<file path="src/design/efpi_map.svh">
/*
 * Register offsets, field positions, reset values and counts of the
 * external and pin-change interrupt block.
 * Assumes it is included by its bare name, before first use.
 */
`ifndef EFPI_MAP_SVH
`define EFPI_MAP_SVH

// =====================================================================
// Bus and register widths
`define EFPI_ADDR_W 8
`define EFPI_DATA_W 8
`define EFPI_RST_BYTE 8'h00

// =====================================================================
// Register offsets
`define EFPI_OFS_EXT_ENABLE 8'h3d
`define EFPI_OFS_GROUP_ENABLE 8'h68
`define EFPI_OFS_MASK_LOW 8'h6b
`define EFPI_OFS_MASK_MID 8'h6c
`define EFPI_OFS_MASK_HIGH 8'h6d
`define EFPI_OFS_SENSE 8'h69
`define EFPI_OFS_EXT_FLAGS 8'h3c
`define EFPI_OFS_GROUP_FLAGS 8'h3b

// =====================================================================
// Field layout
`define EFPI_EXT_N 2
`define EFPI_GROUP_N 3
`define EFPI_SENSE_W 2
`define EFPI_SENSE_BITS 4
`define EFPI_MID_MASK 8'h7f
`define EFPI_CHANGE_N 24
`define EFPI_SYNC_N 26

// =====================================================================
// Cycles after reset before the pin history is trusted
`define EFPI_ARM_CYCLES 2'h3

`endif

</file>
<file path="src/design/efpi_pkg.sv">
/*
 * Types shared by the interrupt block: sense modes, bus port bundle
 * and per-source request bundle.
 * Assumes efpi_map.svh is on the include path.
 */
`include "efpi_map.svh"

package efpi_pkg;

   // ==================================================================
   // Sense modes, in field order 00 low, 01 change, 10 fall, 11 rise
   typedef enum logic [`EFPI_SENSE_W-1:0] {
      efpi_sense_low,
      efpi_sense_change,
      efpi_sense_fall,
      efpi_sense_rise
   } efpi_sense_e;

   // ==================================================================
   // Register port from the core
   typedef struct packed {
      logic [`EFPI_ADDR_W-1:0] addr;
      logic [`EFPI_DATA_W-1:0] wdata;
      logic wr;
      logic rd;
   } efpi_bus_s;

   // One bit per interrupt source
   typedef struct packed {
      logic [`EFPI_GROUP_N-1:0] group;
      logic [`EFPI_EXT_N-1:0] ext;
   } efpi_irq_s;

endpackage

</file>
<file path="src/design/efpi_sync.sv">
/*
 * Two-stage synchroniser for a bundle of pin levels.
 * Assumes each bit is an independent slow level from outside the
 * clock domain; no bit relation is kept across the bundle.
 */
`timescale 1ns/100ps

module efpi_sync #(
   parameter int W = 1
) (
   input wire logic i_mclk,
   input wire logic i_rst,
   input wire logic [W-1:0] i_async,
   output logic [W-1:0] o_sync
);

   logic [W-1:0] meta_q;

   // =================================================================
   // First stage is read only by the second
   always_ff @(posedge i_mclk) begin
      if (i_rst) begin
         meta_q <= '0;
         o_sync <= '0;
      end else begin
         meta_q <= i_async;
         o_sync <= meta_q;
      end
   end

endmodule

</file>
<file path="src/design/efpi_top.sv">
/*
 * External and pin-change interrupt block: two dedicated interrupt
 * pins with selectable sensing, 23 pin-change inputs in three groups,
 * their control, mask and flag registers, and request outputs.
 * Assumes a core that supplies the global enable bit, pulses an
 * acknowledge when a routine is entered, and talks over a one-cycle
 * strobe register port with read data one cycle later.
 *
// How it works
// - Second pin sense field: 00 low, 01 change, 10 fall, 11 rise.
// - First pin sense field uses the same four-way encoding.
// - Pins are synchronised, then edges caught if over one clock.
// - Pin request needs its enable bit and the global enable.
// - Pins are watched whatever their port direction is.
// - Edge or change sets the pin flag; request if both enabled.
// - Pin flag clears on routine entry or a written one.
// - Pin flag is held clear while that pin senses low level.
// - Group request needs its group enable and the global enable.
// - Any change on an enabled pin of a group raises that group.
// - A pin counts only with its mask bit and group enable set.
// - Group flag set by change; cleared by entry or written one.
// - Group request needs flag, group enable and global enable.
// - Unused control, enable and flag bits read zero.
// - Middle mask keeps bits 6 to 0; bit 7 reads zero.
// - Pin-change activity signals wake without an edge mode.
// - Edges need the clock; low level is flagged as wake too.
// - Low level with enable requests for as long as pin is low.
 */
// Chosen here: the address-and-strobe port.
`timescale 1ns/100ps
`include "efpi_map.svh"
module efpi_top
   import efpi_pkg::*;
(
   input wire logic i_mclk,
   input wire logic i_rst,
   input efpi_bus_s i_bus,
   output logic [`EFPI_DATA_W-1:0] o_rdata,
   input wire logic i_global_en,
   input efpi_irq_s i_ack,
   input wire logic [`EFPI_EXT_N-1:0] i_ext_pins,
   input wire logic [`EFPI_CHANGE_N-1:0] i_change_pins,
   output efpi_irq_s o_irq_req,
   output efpi_irq_s o_flags,
   output logic o_wake
);

   // =================================================================
   // Helpers

   // Edge and change classification for the two dedicated pins
   function automatic logic edge_hit(
      input logic [`EFPI_SENSE_W-1:0] sense,
      input logic cur,
      input logic prev
   );
      logic hit;
      hit = 1'b0;
      case (efpi_sense_e'(sense))
         efpi_sense_change: hit = cur ^ prev;
         efpi_sense_fall: hit = prev & ~cur;
         efpi_sense_rise: hit = cur & ~prev;
         default: hit = 1'b0;
      endcase
      return hit;
   endfunction

   // Any masked pin of a group that toggled
   function automatic logic group_hit(
      input logic [`EFPI_DATA_W-1:0] mask,
      input logic [`EFPI_DATA_W-1:0] cur,
      input logic [`EFPI_DATA_W-1:0] prev
   );
      return |(mask & (cur ^ prev));
   endfunction

   // Low-level mode test on a sense field
   function automatic logic is_level(
      input logic [`EFPI_SENSE_W-1:0] sense
   );
      return efpi_sense_e'(sense) == efpi_sense_low;
   endfunction

   // =================================================================
   // Registers

   logic [`EFPI_SENSE_BITS-1:0] sense_q;
   logic [`EFPI_EXT_N-1:0] ext_en_q;
   logic [`EFPI_GROUP_N-1:0] grp_en_q;
   logic [`EFPI_DATA_W-1:0] mask_low_q;
   logic [`EFPI_DATA_W-1:0] mask_mid_q;
   logic [`EFPI_DATA_W-1:0] mask_high_q;
   logic [`EFPI_EXT_N-1:0] ext_flag_q;
   logic [`EFPI_EXT_N-1:0] ext_flag_d;
   logic [`EFPI_GROUP_N-1:0] grp_flag_q;
   logic [`EFPI_GROUP_N-1:0] grp_flag_d;
   logic [`EFPI_DATA_W-1:0] rdata_q;
   logic [`EFPI_DATA_W-1:0] rdata_d;
   logic [1:0] arm_cnt_q;
   logic armed;

   // Pin history
   logic [`EFPI_SYNC_N-1:0] pins_sync;
   logic [`EFPI_SYNC_N-1:0] prev_q;
   logic [`EFPI_EXT_N-1:0] ext_cur;
   logic [`EFPI_EXT_N-1:0] ext_prev;
   logic [`EFPI_CHANGE_N-1:0] chg_cur;
   logic [`EFPI_CHANGE_N-1:0] chg_prev;

   // Decoded events
   logic [`EFPI_EXT_N-1:0] ext_hit;
   logic [`EFPI_EXT_N-1:0] ext_level_mode;
   logic [`EFPI_EXT_N-1:0] ext_level_low;
   logic [`EFPI_GROUP_N-1:0] grp_hit;
   logic [`EFPI_DATA_W-1:0] grp_mask [`EFPI_GROUP_N];
   logic [`EFPI_DATA_W-1:0] grp_cur [`EFPI_GROUP_N];
   logic [`EFPI_DATA_W-1:0] grp_prev [`EFPI_GROUP_N];

   // Bus decode
   logic wr_ext_en;
   logic wr_grp_en;
   logic wr_mask_low;
   logic wr_mask_mid;
   logic wr_mask_high;
   logic wr_sense;
   logic wr_ext_flags;
   logic wr_grp_flags;
   logic [`EFPI_EXT_N-1:0] ext_clr;
   logic [`EFPI_GROUP_N-1:0] grp_clr;

   // =================================================================
   // Pin synchronisation

   // Both pin sets share one synchroniser; port direction is not seen
   efpi_sync #(
      .W(`EFPI_SYNC_N)
   ) u_sync (
      .i_mclk(i_mclk),
      .i_rst(i_rst),
      .i_async({i_ext_pins, i_change_pins}),
      .o_sync(pins_sync)
   );

   // Previous sample for edge and change compare
   always_ff @(posedge i_mclk) begin
      if (i_rst) begin
         prev_q <= '0;
      end else begin
         prev_q <= pins_sync;
      end
   end

   // Hold off detection until the history holds real pin levels;
   // otherwise a pin that rests high would look like a rising edge
   always_ff @(posedge i_mclk) begin
      if (i_rst) begin
         arm_cnt_q <= 2'h0;
      end else if (arm_cnt_q != `EFPI_ARM_CYCLES) begin
         arm_cnt_q <= arm_cnt_q + 2'h1;
      end
   end

   assign armed = (arm_cnt_q == `EFPI_ARM_CYCLES);

   // Split the history into pin sets
   assign ext_cur = pins_sync[`EFPI_SYNC_N-1:`EFPI_CHANGE_N];
   assign ext_prev = prev_q[`EFPI_SYNC_N-1:`EFPI_CHANGE_N];
   assign chg_cur = pins_sync[`EFPI_CHANGE_N-1:0];
   assign chg_prev = prev_q[`EFPI_CHANGE_N-1:0];

   // =================================================================
   // Dedicated pin sensing

   // Field 0 is the first pin, field 1 the second
   always_comb begin
      for (int i = 0; i < `EFPI_EXT_N; i++) begin
         ext_level_mode[i] =
            is_level(sense_q[`EFPI_SENSE_W*i +: `EFPI_SENSE_W]);
         ext_level_low[i] = ext_level_mode[i] & ~ext_cur[i];
         ext_hit[i] = armed &
            edge_hit(sense_q[`EFPI_SENSE_W*i +: `EFPI_SENSE_W],
                     ext_cur[i], ext_prev[i]);
      end
   end

   // =================================================================
   // Pin-change groups

   // Group views: low 7..0, mid 14..8, high 23..16
   always_comb begin
      grp_mask[0] = mask_low_q;
      grp_mask[1] = mask_mid_q & `EFPI_MID_MASK;
      grp_mask[2] = mask_high_q;
      grp_cur[0] = chg_cur[7:0];
      grp_cur[1] = chg_cur[15:8];
      grp_cur[2] = chg_cur[23:16];
      grp_prev[0] = chg_prev[7:0];
      grp_prev[1] = chg_prev[15:8];
      grp_prev[2] = chg_prev[23:16];
      for (int g = 0; g < `EFPI_GROUP_N; g++) begin
         grp_hit[g] = armed & grp_en_q[g] &
            group_hit(grp_mask[g], grp_cur[g], grp_prev[g]);
      end
   end

   // =================================================================
   // Register port decode

   // Writes by exact offset; other offsets are ignored
   always_comb begin
      wr_ext_en = 1'b0;
      wr_grp_en = 1'b0;
      wr_mask_low = 1'b0;
      wr_mask_mid = 1'b0;
      wr_mask_high = 1'b0;
      wr_sense = 1'b0;
      wr_ext_flags = 1'b0;
      wr_grp_flags = 1'b0;
      if (!i_bus.wr) begin
         wr_ext_en = 1'b0;
      end else if (i_bus.addr == `EFPI_OFS_EXT_ENABLE) begin
         wr_ext_en = 1'b1;
      end else if (i_bus.addr == `EFPI_OFS_GROUP_ENABLE) begin
         wr_grp_en = 1'b1;
      end else if (i_bus.addr == `EFPI_OFS_MASK_LOW) begin
         wr_mask_low = 1'b1;
      end else if (i_bus.addr == `EFPI_OFS_MASK_MID) begin
         wr_mask_mid = 1'b1;
      end else if (i_bus.addr == `EFPI_OFS_MASK_HIGH) begin
         wr_mask_high = 1'b1;
      end else if (i_bus.addr == `EFPI_OFS_SENSE) begin
         wr_sense = 1'b1;
      end else if (i_bus.addr == `EFPI_OFS_EXT_FLAGS) begin
         wr_ext_flags = 1'b1;
      end else if (i_bus.addr == `EFPI_OFS_GROUP_FLAGS) begin
         wr_grp_flags = 1'b1;
      end
   end

   // Clear sources: a written one or routine entry
   assign ext_clr = (wr_ext_flags ? i_bus.wdata[`EFPI_EXT_N-1:0]
                                  : '0) | i_ack.ext;
   assign grp_clr = (wr_grp_flags ? i_bus.wdata[`EFPI_GROUP_N-1:0]
                                  : '0) | i_ack.group;

   // =================================================================
   // Control registers; unused bits are never stored

   always_ff @(posedge i_mclk) begin
      if (i_rst) begin
         ext_en_q <= '0;
         grp_en_q <= '0;
         sense_q <= '0;
      end else begin
         if (wr_ext_en) begin
            ext_en_q <= i_bus.wdata[`EFPI_EXT_N-1:0];
         end
         if (wr_grp_en) begin
            grp_en_q <= i_bus.wdata[`EFPI_GROUP_N-1:0];
         end
         if (wr_sense) begin
            sense_q <= i_bus.wdata[`EFPI_SENSE_BITS-1:0];
         end
      end
   end

   // Mask registers
   always_ff @(posedge i_mclk) begin
      if (i_rst) begin
         mask_low_q <= `EFPI_RST_BYTE;
         mask_mid_q <= `EFPI_RST_BYTE;
         mask_high_q <= `EFPI_RST_BYTE;
      end else begin
         if (wr_mask_low) begin
            mask_low_q <= i_bus.wdata;
         end
         if (wr_mask_mid) begin
            mask_mid_q <= i_bus.wdata & `EFPI_MID_MASK;
         end
         if (wr_mask_high) begin
            mask_high_q <= i_bus.wdata;
         end
      end
   end

   // =================================================================
   // Flags: a new event wins over a clear in the same cycle

   always_comb begin
      for (int i = 0; i < `EFPI_EXT_N; i++) begin
         if (ext_level_mode[i]) begin
            ext_flag_d[i] = 1'b0;
         end else begin
            ext_flag_d[i] = (ext_flag_q[i] & ~ext_clr[i]) |
                            ext_hit[i];
         end
      end
      grp_flag_d = (grp_flag_q & ~grp_clr) | grp_hit;
   end

   always_ff @(posedge i_mclk) begin
      if (i_rst) begin
         ext_flag_q <= '0;
         grp_flag_q <= '0;
      end else begin
         ext_flag_q <= ext_flag_d;
         grp_flag_q <= grp_flag_d;
      end
   end

   // =================================================================
   // Requests to the core

   // Level mode requests straight from the synchronised low level, so it drops
   // two clocks after the driver lets go of the pin
   always_comb begin
      for (int i = 0; i < `EFPI_EXT_N; i++) begin
         o_irq_req.ext[i] = i_global_en & ext_en_q[i] &
            (ext_level_mode[i] ? ext_level_low[i]
                               : ext_flag_q[i]);
      end
      o_irq_req.group = {`EFPI_GROUP_N{i_global_en}} & grp_en_q &
                        grp_flag_q;
   end

   assign o_flags.ext = ext_flag_q;
   assign o_flags.group = grp_flag_q;

   // Wake hint for the sleep controller; needs no edge mode.
   // Limitation: the synchroniser still needs the clock to run.
   assign o_wake = |(ext_level_low & ext_en_q) |
                   |(grp_flag_q & grp_en_q);

   // =================================================================
   // Read port: data stand for the one cycle after the strobe

   always_comb begin
      rdata_d = `EFPI_RST_BYTE;
      if (!i_bus.rd) begin
         rdata_d = `EFPI_RST_BYTE;
      end else if (i_bus.addr == `EFPI_OFS_EXT_ENABLE) begin
         rdata_d[`EFPI_EXT_N-1:0] = ext_en_q;
      end else if (i_bus.addr == `EFPI_OFS_GROUP_ENABLE) begin
         rdata_d[`EFPI_GROUP_N-1:0] = grp_en_q;
      end else if (i_bus.addr == `EFPI_OFS_MASK_LOW) begin
         rdata_d = mask_low_q;
      end else if (i_bus.addr == `EFPI_OFS_MASK_MID) begin
         rdata_d = mask_mid_q & `EFPI_MID_MASK;
      end else if (i_bus.addr == `EFPI_OFS_MASK_HIGH) begin
         rdata_d = mask_high_q;
      end else if (i_bus.addr == `EFPI_OFS_SENSE) begin
         rdata_d[`EFPI_SENSE_BITS-1:0] = sense_q;
      end else if (i_bus.addr == `EFPI_OFS_EXT_FLAGS) begin
         rdata_d[`EFPI_EXT_N-1:0] = ext_flag_q;
      end else if (i_bus.addr == `EFPI_OFS_GROUP_FLAGS) begin
         rdata_d[`EFPI_GROUP_N-1:0] = grp_flag_q;
      end
   end

   always_ff @(posedge i_mclk) begin
      if (i_rst) begin
         rdata_q <= `EFPI_RST_BYTE;
      end else begin
         rdata_q <= rdata_d;
      end
   end

   assign o_rdata = rdata_q;

endmodule

</file>
<file path="config.mk">
export PLATFORM = sky130hd
export DESIGN_NAME = efpi_top
export DESIGN_NICKNAME = d
export VERILOG_FILES = /design/src/design/efpi_pkg.sv /design/src/design/efpi_sync.sv /design/src/design/efpi_top.sv
export VERILOG_INCLUDE_DIRS = /design/src /design/src/design
export SDC_FILE = /design/constraint.sdc
export NUM_CORES = 1
export LEC_CHECK = 0
export BUFFER_PORTS_ARGS = -buffer_cell sky130_fd_sc_hd__buf_4
export CAP_MARGIN = 20
export CORE_MARGIN = 8
export CORE_UTILIZATION = 55
export CTS_CLUSTER_SIZE = 25
export DETAILED_ROUTE_END_ITERATION = 12
export MAX_ROUTING_LAYER = met4
export PLACE_DENSITY = 0.78
export SYNTH_ARGS = -nofsm -noshare
export SYNTH_HDL_FRONTEND = slang
export SYNTH_HIERARCHICAL = 1
export SYNTH_SLANG_ARGS = --single-unit
</file>
<file path="constraint.sdc">
create_clock -name i_mclk -period 1.84 [get_ports i_mclk]
set_input_delay 0.368 -clock i_mclk [delete_from_list [all_inputs] [get_ports i_mclk]]
set_output_delay 0.368 -clock i_mclk [all_outputs]
set_load 0.02 [all_outputs]
</file>
==> flow_metrics.env <==
export IMPL_reg2reg_slack_ns=0.38
export IMPL_post_route_period_util_pct=106
export IMPL_peakVddDrop_uv=1030
export IMPL_wl_met3_um=655
export IMPL_yosysWarnings=6
export IMPL_cts_sinks=122
export IMPL_antennaDiodeCount=0
export IMPL_fmax_mhz=510
export IMPL_outcome="complete, but fails checks"
export IMPL_avgSynthCellArea_um2=10.1
export IMPL_fin_nets=594
export IMPL_violations="negative setup slack"
export IMPL_hold_path_depth=2
export IMPL_root_buffer="clkbuf_8"
export IMPL_tightest_slew_ns=0.410
export IMPL_critPathArrivalTime_ns=1.59
export IMPL_cp_start_kind="register"
export IMPL_worstSetupStartpoint="sense_q[3]"
export IMPL_clockBufferDepth=2
export IMPL_dr_pass1_iters=6
export IMPL_placeableCoreArea_um2=8220
export IMPL_ctsHoldBuffers=0
export IMPL_dp_hpwl_mm=7.68
export IMPL_io_pin_count=71
export IMPL_initial_core_util_pct=56.9
export IMPL_die_width_um=108
export IMPL_drtAntennaViolNets=0
export IMPL_gr_total_overflow=0
export IMPL_antenna_found_initial=0
export IMPL_dp_slack_ns=0.164
export IMPL_crit_type="reg2out"
export IMPL_detail_route_iter0_violations=176
export IMPL_p_leak_nw=2.71
export IMPL_die_area_um2=11700
export IMPL_cts_buffers=17
export IMPL_setup_viol=2
export IMPL_rows=33
export IMPL_layout_min_cycle_time_ns=1.96
export IMPL_cp_end_kind="output port"
export IMPL_grt_pass1_wl_mm=17.6
export IMPL_drcViolationCount=0
export IMPL_route_met2_wl_mm=5.10
export IMPL_setup_slack_ns=-0.119
export IMPL_grt_pass1_vias=3504
export IMPL_vias=3491
export IMPL_drv_cap=0
export IMPL_drive_gt1_share_pct=24.1
export IMPL_hold_path_class="in2reg"
export IMPL_avgRoutedWirePerCell_um=16.7
export IMPL_p_per_area_nw_per_um2=1070
export IMPL_cts_htree_levels=4
export IMPL_synthToLayoutAreaGrowth_pct=26.6
export IMPL_dieHeight_um=108
export IMPL_drv_slew=0
export IMPL_syn_inst=461
export IMPL_place_congestion=0.942
export IMPL_fillerInstances=610
export IMPL_io_buffers=69
export IMPL_cts_tree="yes"
export IMPL_finalClockSkew_ns=0.0128
export IMPL_slew_headroom_pct=72.7
export IMPL_clock_latency_ns=0.50
export IMPL_timing_rr_start="u_sync/o_sync[24]"
export IMPL_wirelength_mm=10.9
export IMPL_grtUsageTotal_pct=19.7
export IMPL_wl_met1_mm=5.01
export IMPL_r2r_end="ext_flag_q[0]"
export IMPL_synth_area_um2=4680
export IMPL_cp_required_ns=1.47
export IMPL_rsz0062_at_grt="true"
export IMPL_synth_nets=518
export IMPL_crit_fanout=3
export IMPL_grt_max_degree=104
export IMPL_r2r_cells=7
export IMPL_final_hold_viol_count=0
export IMPL_routed_top_layer="met4"
export IMPL_path_clk_slew_ns=0.06
export IMPL_fin_hold_ws_ns=0.0743
export IMPL_crit_path_end="o_irq_req[1]"
export IMPL_viasPerCell=5.35
## metrics by stage
step	power (W)	instance area [um^2]	cells	TNS, ns	util (%)
after detailed placement	0.00313	5260	619	0	64.0
after global placement	0.00312	5260	619	0	64.0
final	0.00634	5920	653	-0.192	72.0
after CTS	0.00639	5900	651	-0.186	71.8
after global routing	0.00656	5920	653	-0.286	72.0
after floorplan	0.00299	4680	461	0	-
## cell usage in the layout, fill, tap and decap left out, types with 5 or more instances in the layout
cell type / instances
nor2_1: 42
ha_1: 5
a22oi_1: 12
a21oi_1: 16
nand4_1: 5
a222oi_1: 5
nor2b_1: 78
and3_1: 7
nand3_1: 14
mux2i_1: 28
inv_1: 5
nand2_1: 22
o21ai_0: 5
buf_4: 78
clkbuf_16: 16
dfxtp_1: 118
xor2_1: 24
## what timing repair did
action,CTS,global route
gates resized for setup,12,3
pin swaps,3,2
gates cloned,0,0
setup endpoints to repair,3,3
setup buffers,2,2
## worst max-delay path, stage by stage, from the launching register on
cell and delay, ns:
dfxtp_4 0.35, nor2_4 0.13, mux2_4 0.31, and3_4 0.17, buf_6 0.12
## final cells by class
type                       instances  area (um^2)  area share [%]
clock inverter                    12          165            2.79
inverter                           5         18.8           0.317
tap                              105          131            2.22
timing repair buffer              81          628            10.6
multi-input combinational        310         2110            35.6
clock buffer                      18          418            7.06
sequential                       122         2450            41.4
## layer usage
layer / vias up / track usage (%)
met3: 11 / 4.52
met5: - / -
met4: 0 / 7.33
met2: 115 / 30.6
li1: 1728 / -
met1: 1637 / 24.4
## power breakdown
group,switching [W],internal (W),total [W]
combinational,0.000160,0.000163,0.000324
sequential,0.0000329,0.00272,0.00275
clock,0.00120,0.00207,0.00327
## worst min path at each step
stage,from,endpoint,slack (ns)
floorplan,u_sync/meta_q[0],u_sync/o_sync[0],0.41
global placement,u_sync/meta_q[10],u_sync/o_sync[10],0.42
detailed placement,u_sync/meta_q[7],u_sync/o_sync[7],0.42
CTS,i_change_pins[0],u_sync/meta_q[0],0.06
global route,i_change_pins[0],u_sync/meta_q[0],0.07
finish,i_ext_pins[1],u_sync/meta_q[25],0.07
## registers in the layout (all words and copies together) (netlist names)
signal and cells:
ext_flag_q 2, arm_cnt_q 2, prev_q 25, grp_en_q 3
o_rdata 8, sense_q 4, mask_mid_q 7, ext_en_q 2
mask_high_q 8, mask_low_q 8, u_sync/o_sync 25, u_sync/meta_q 25
grp_flag_q 3
No activity file was read; power rests on OpenSTA's default activity.
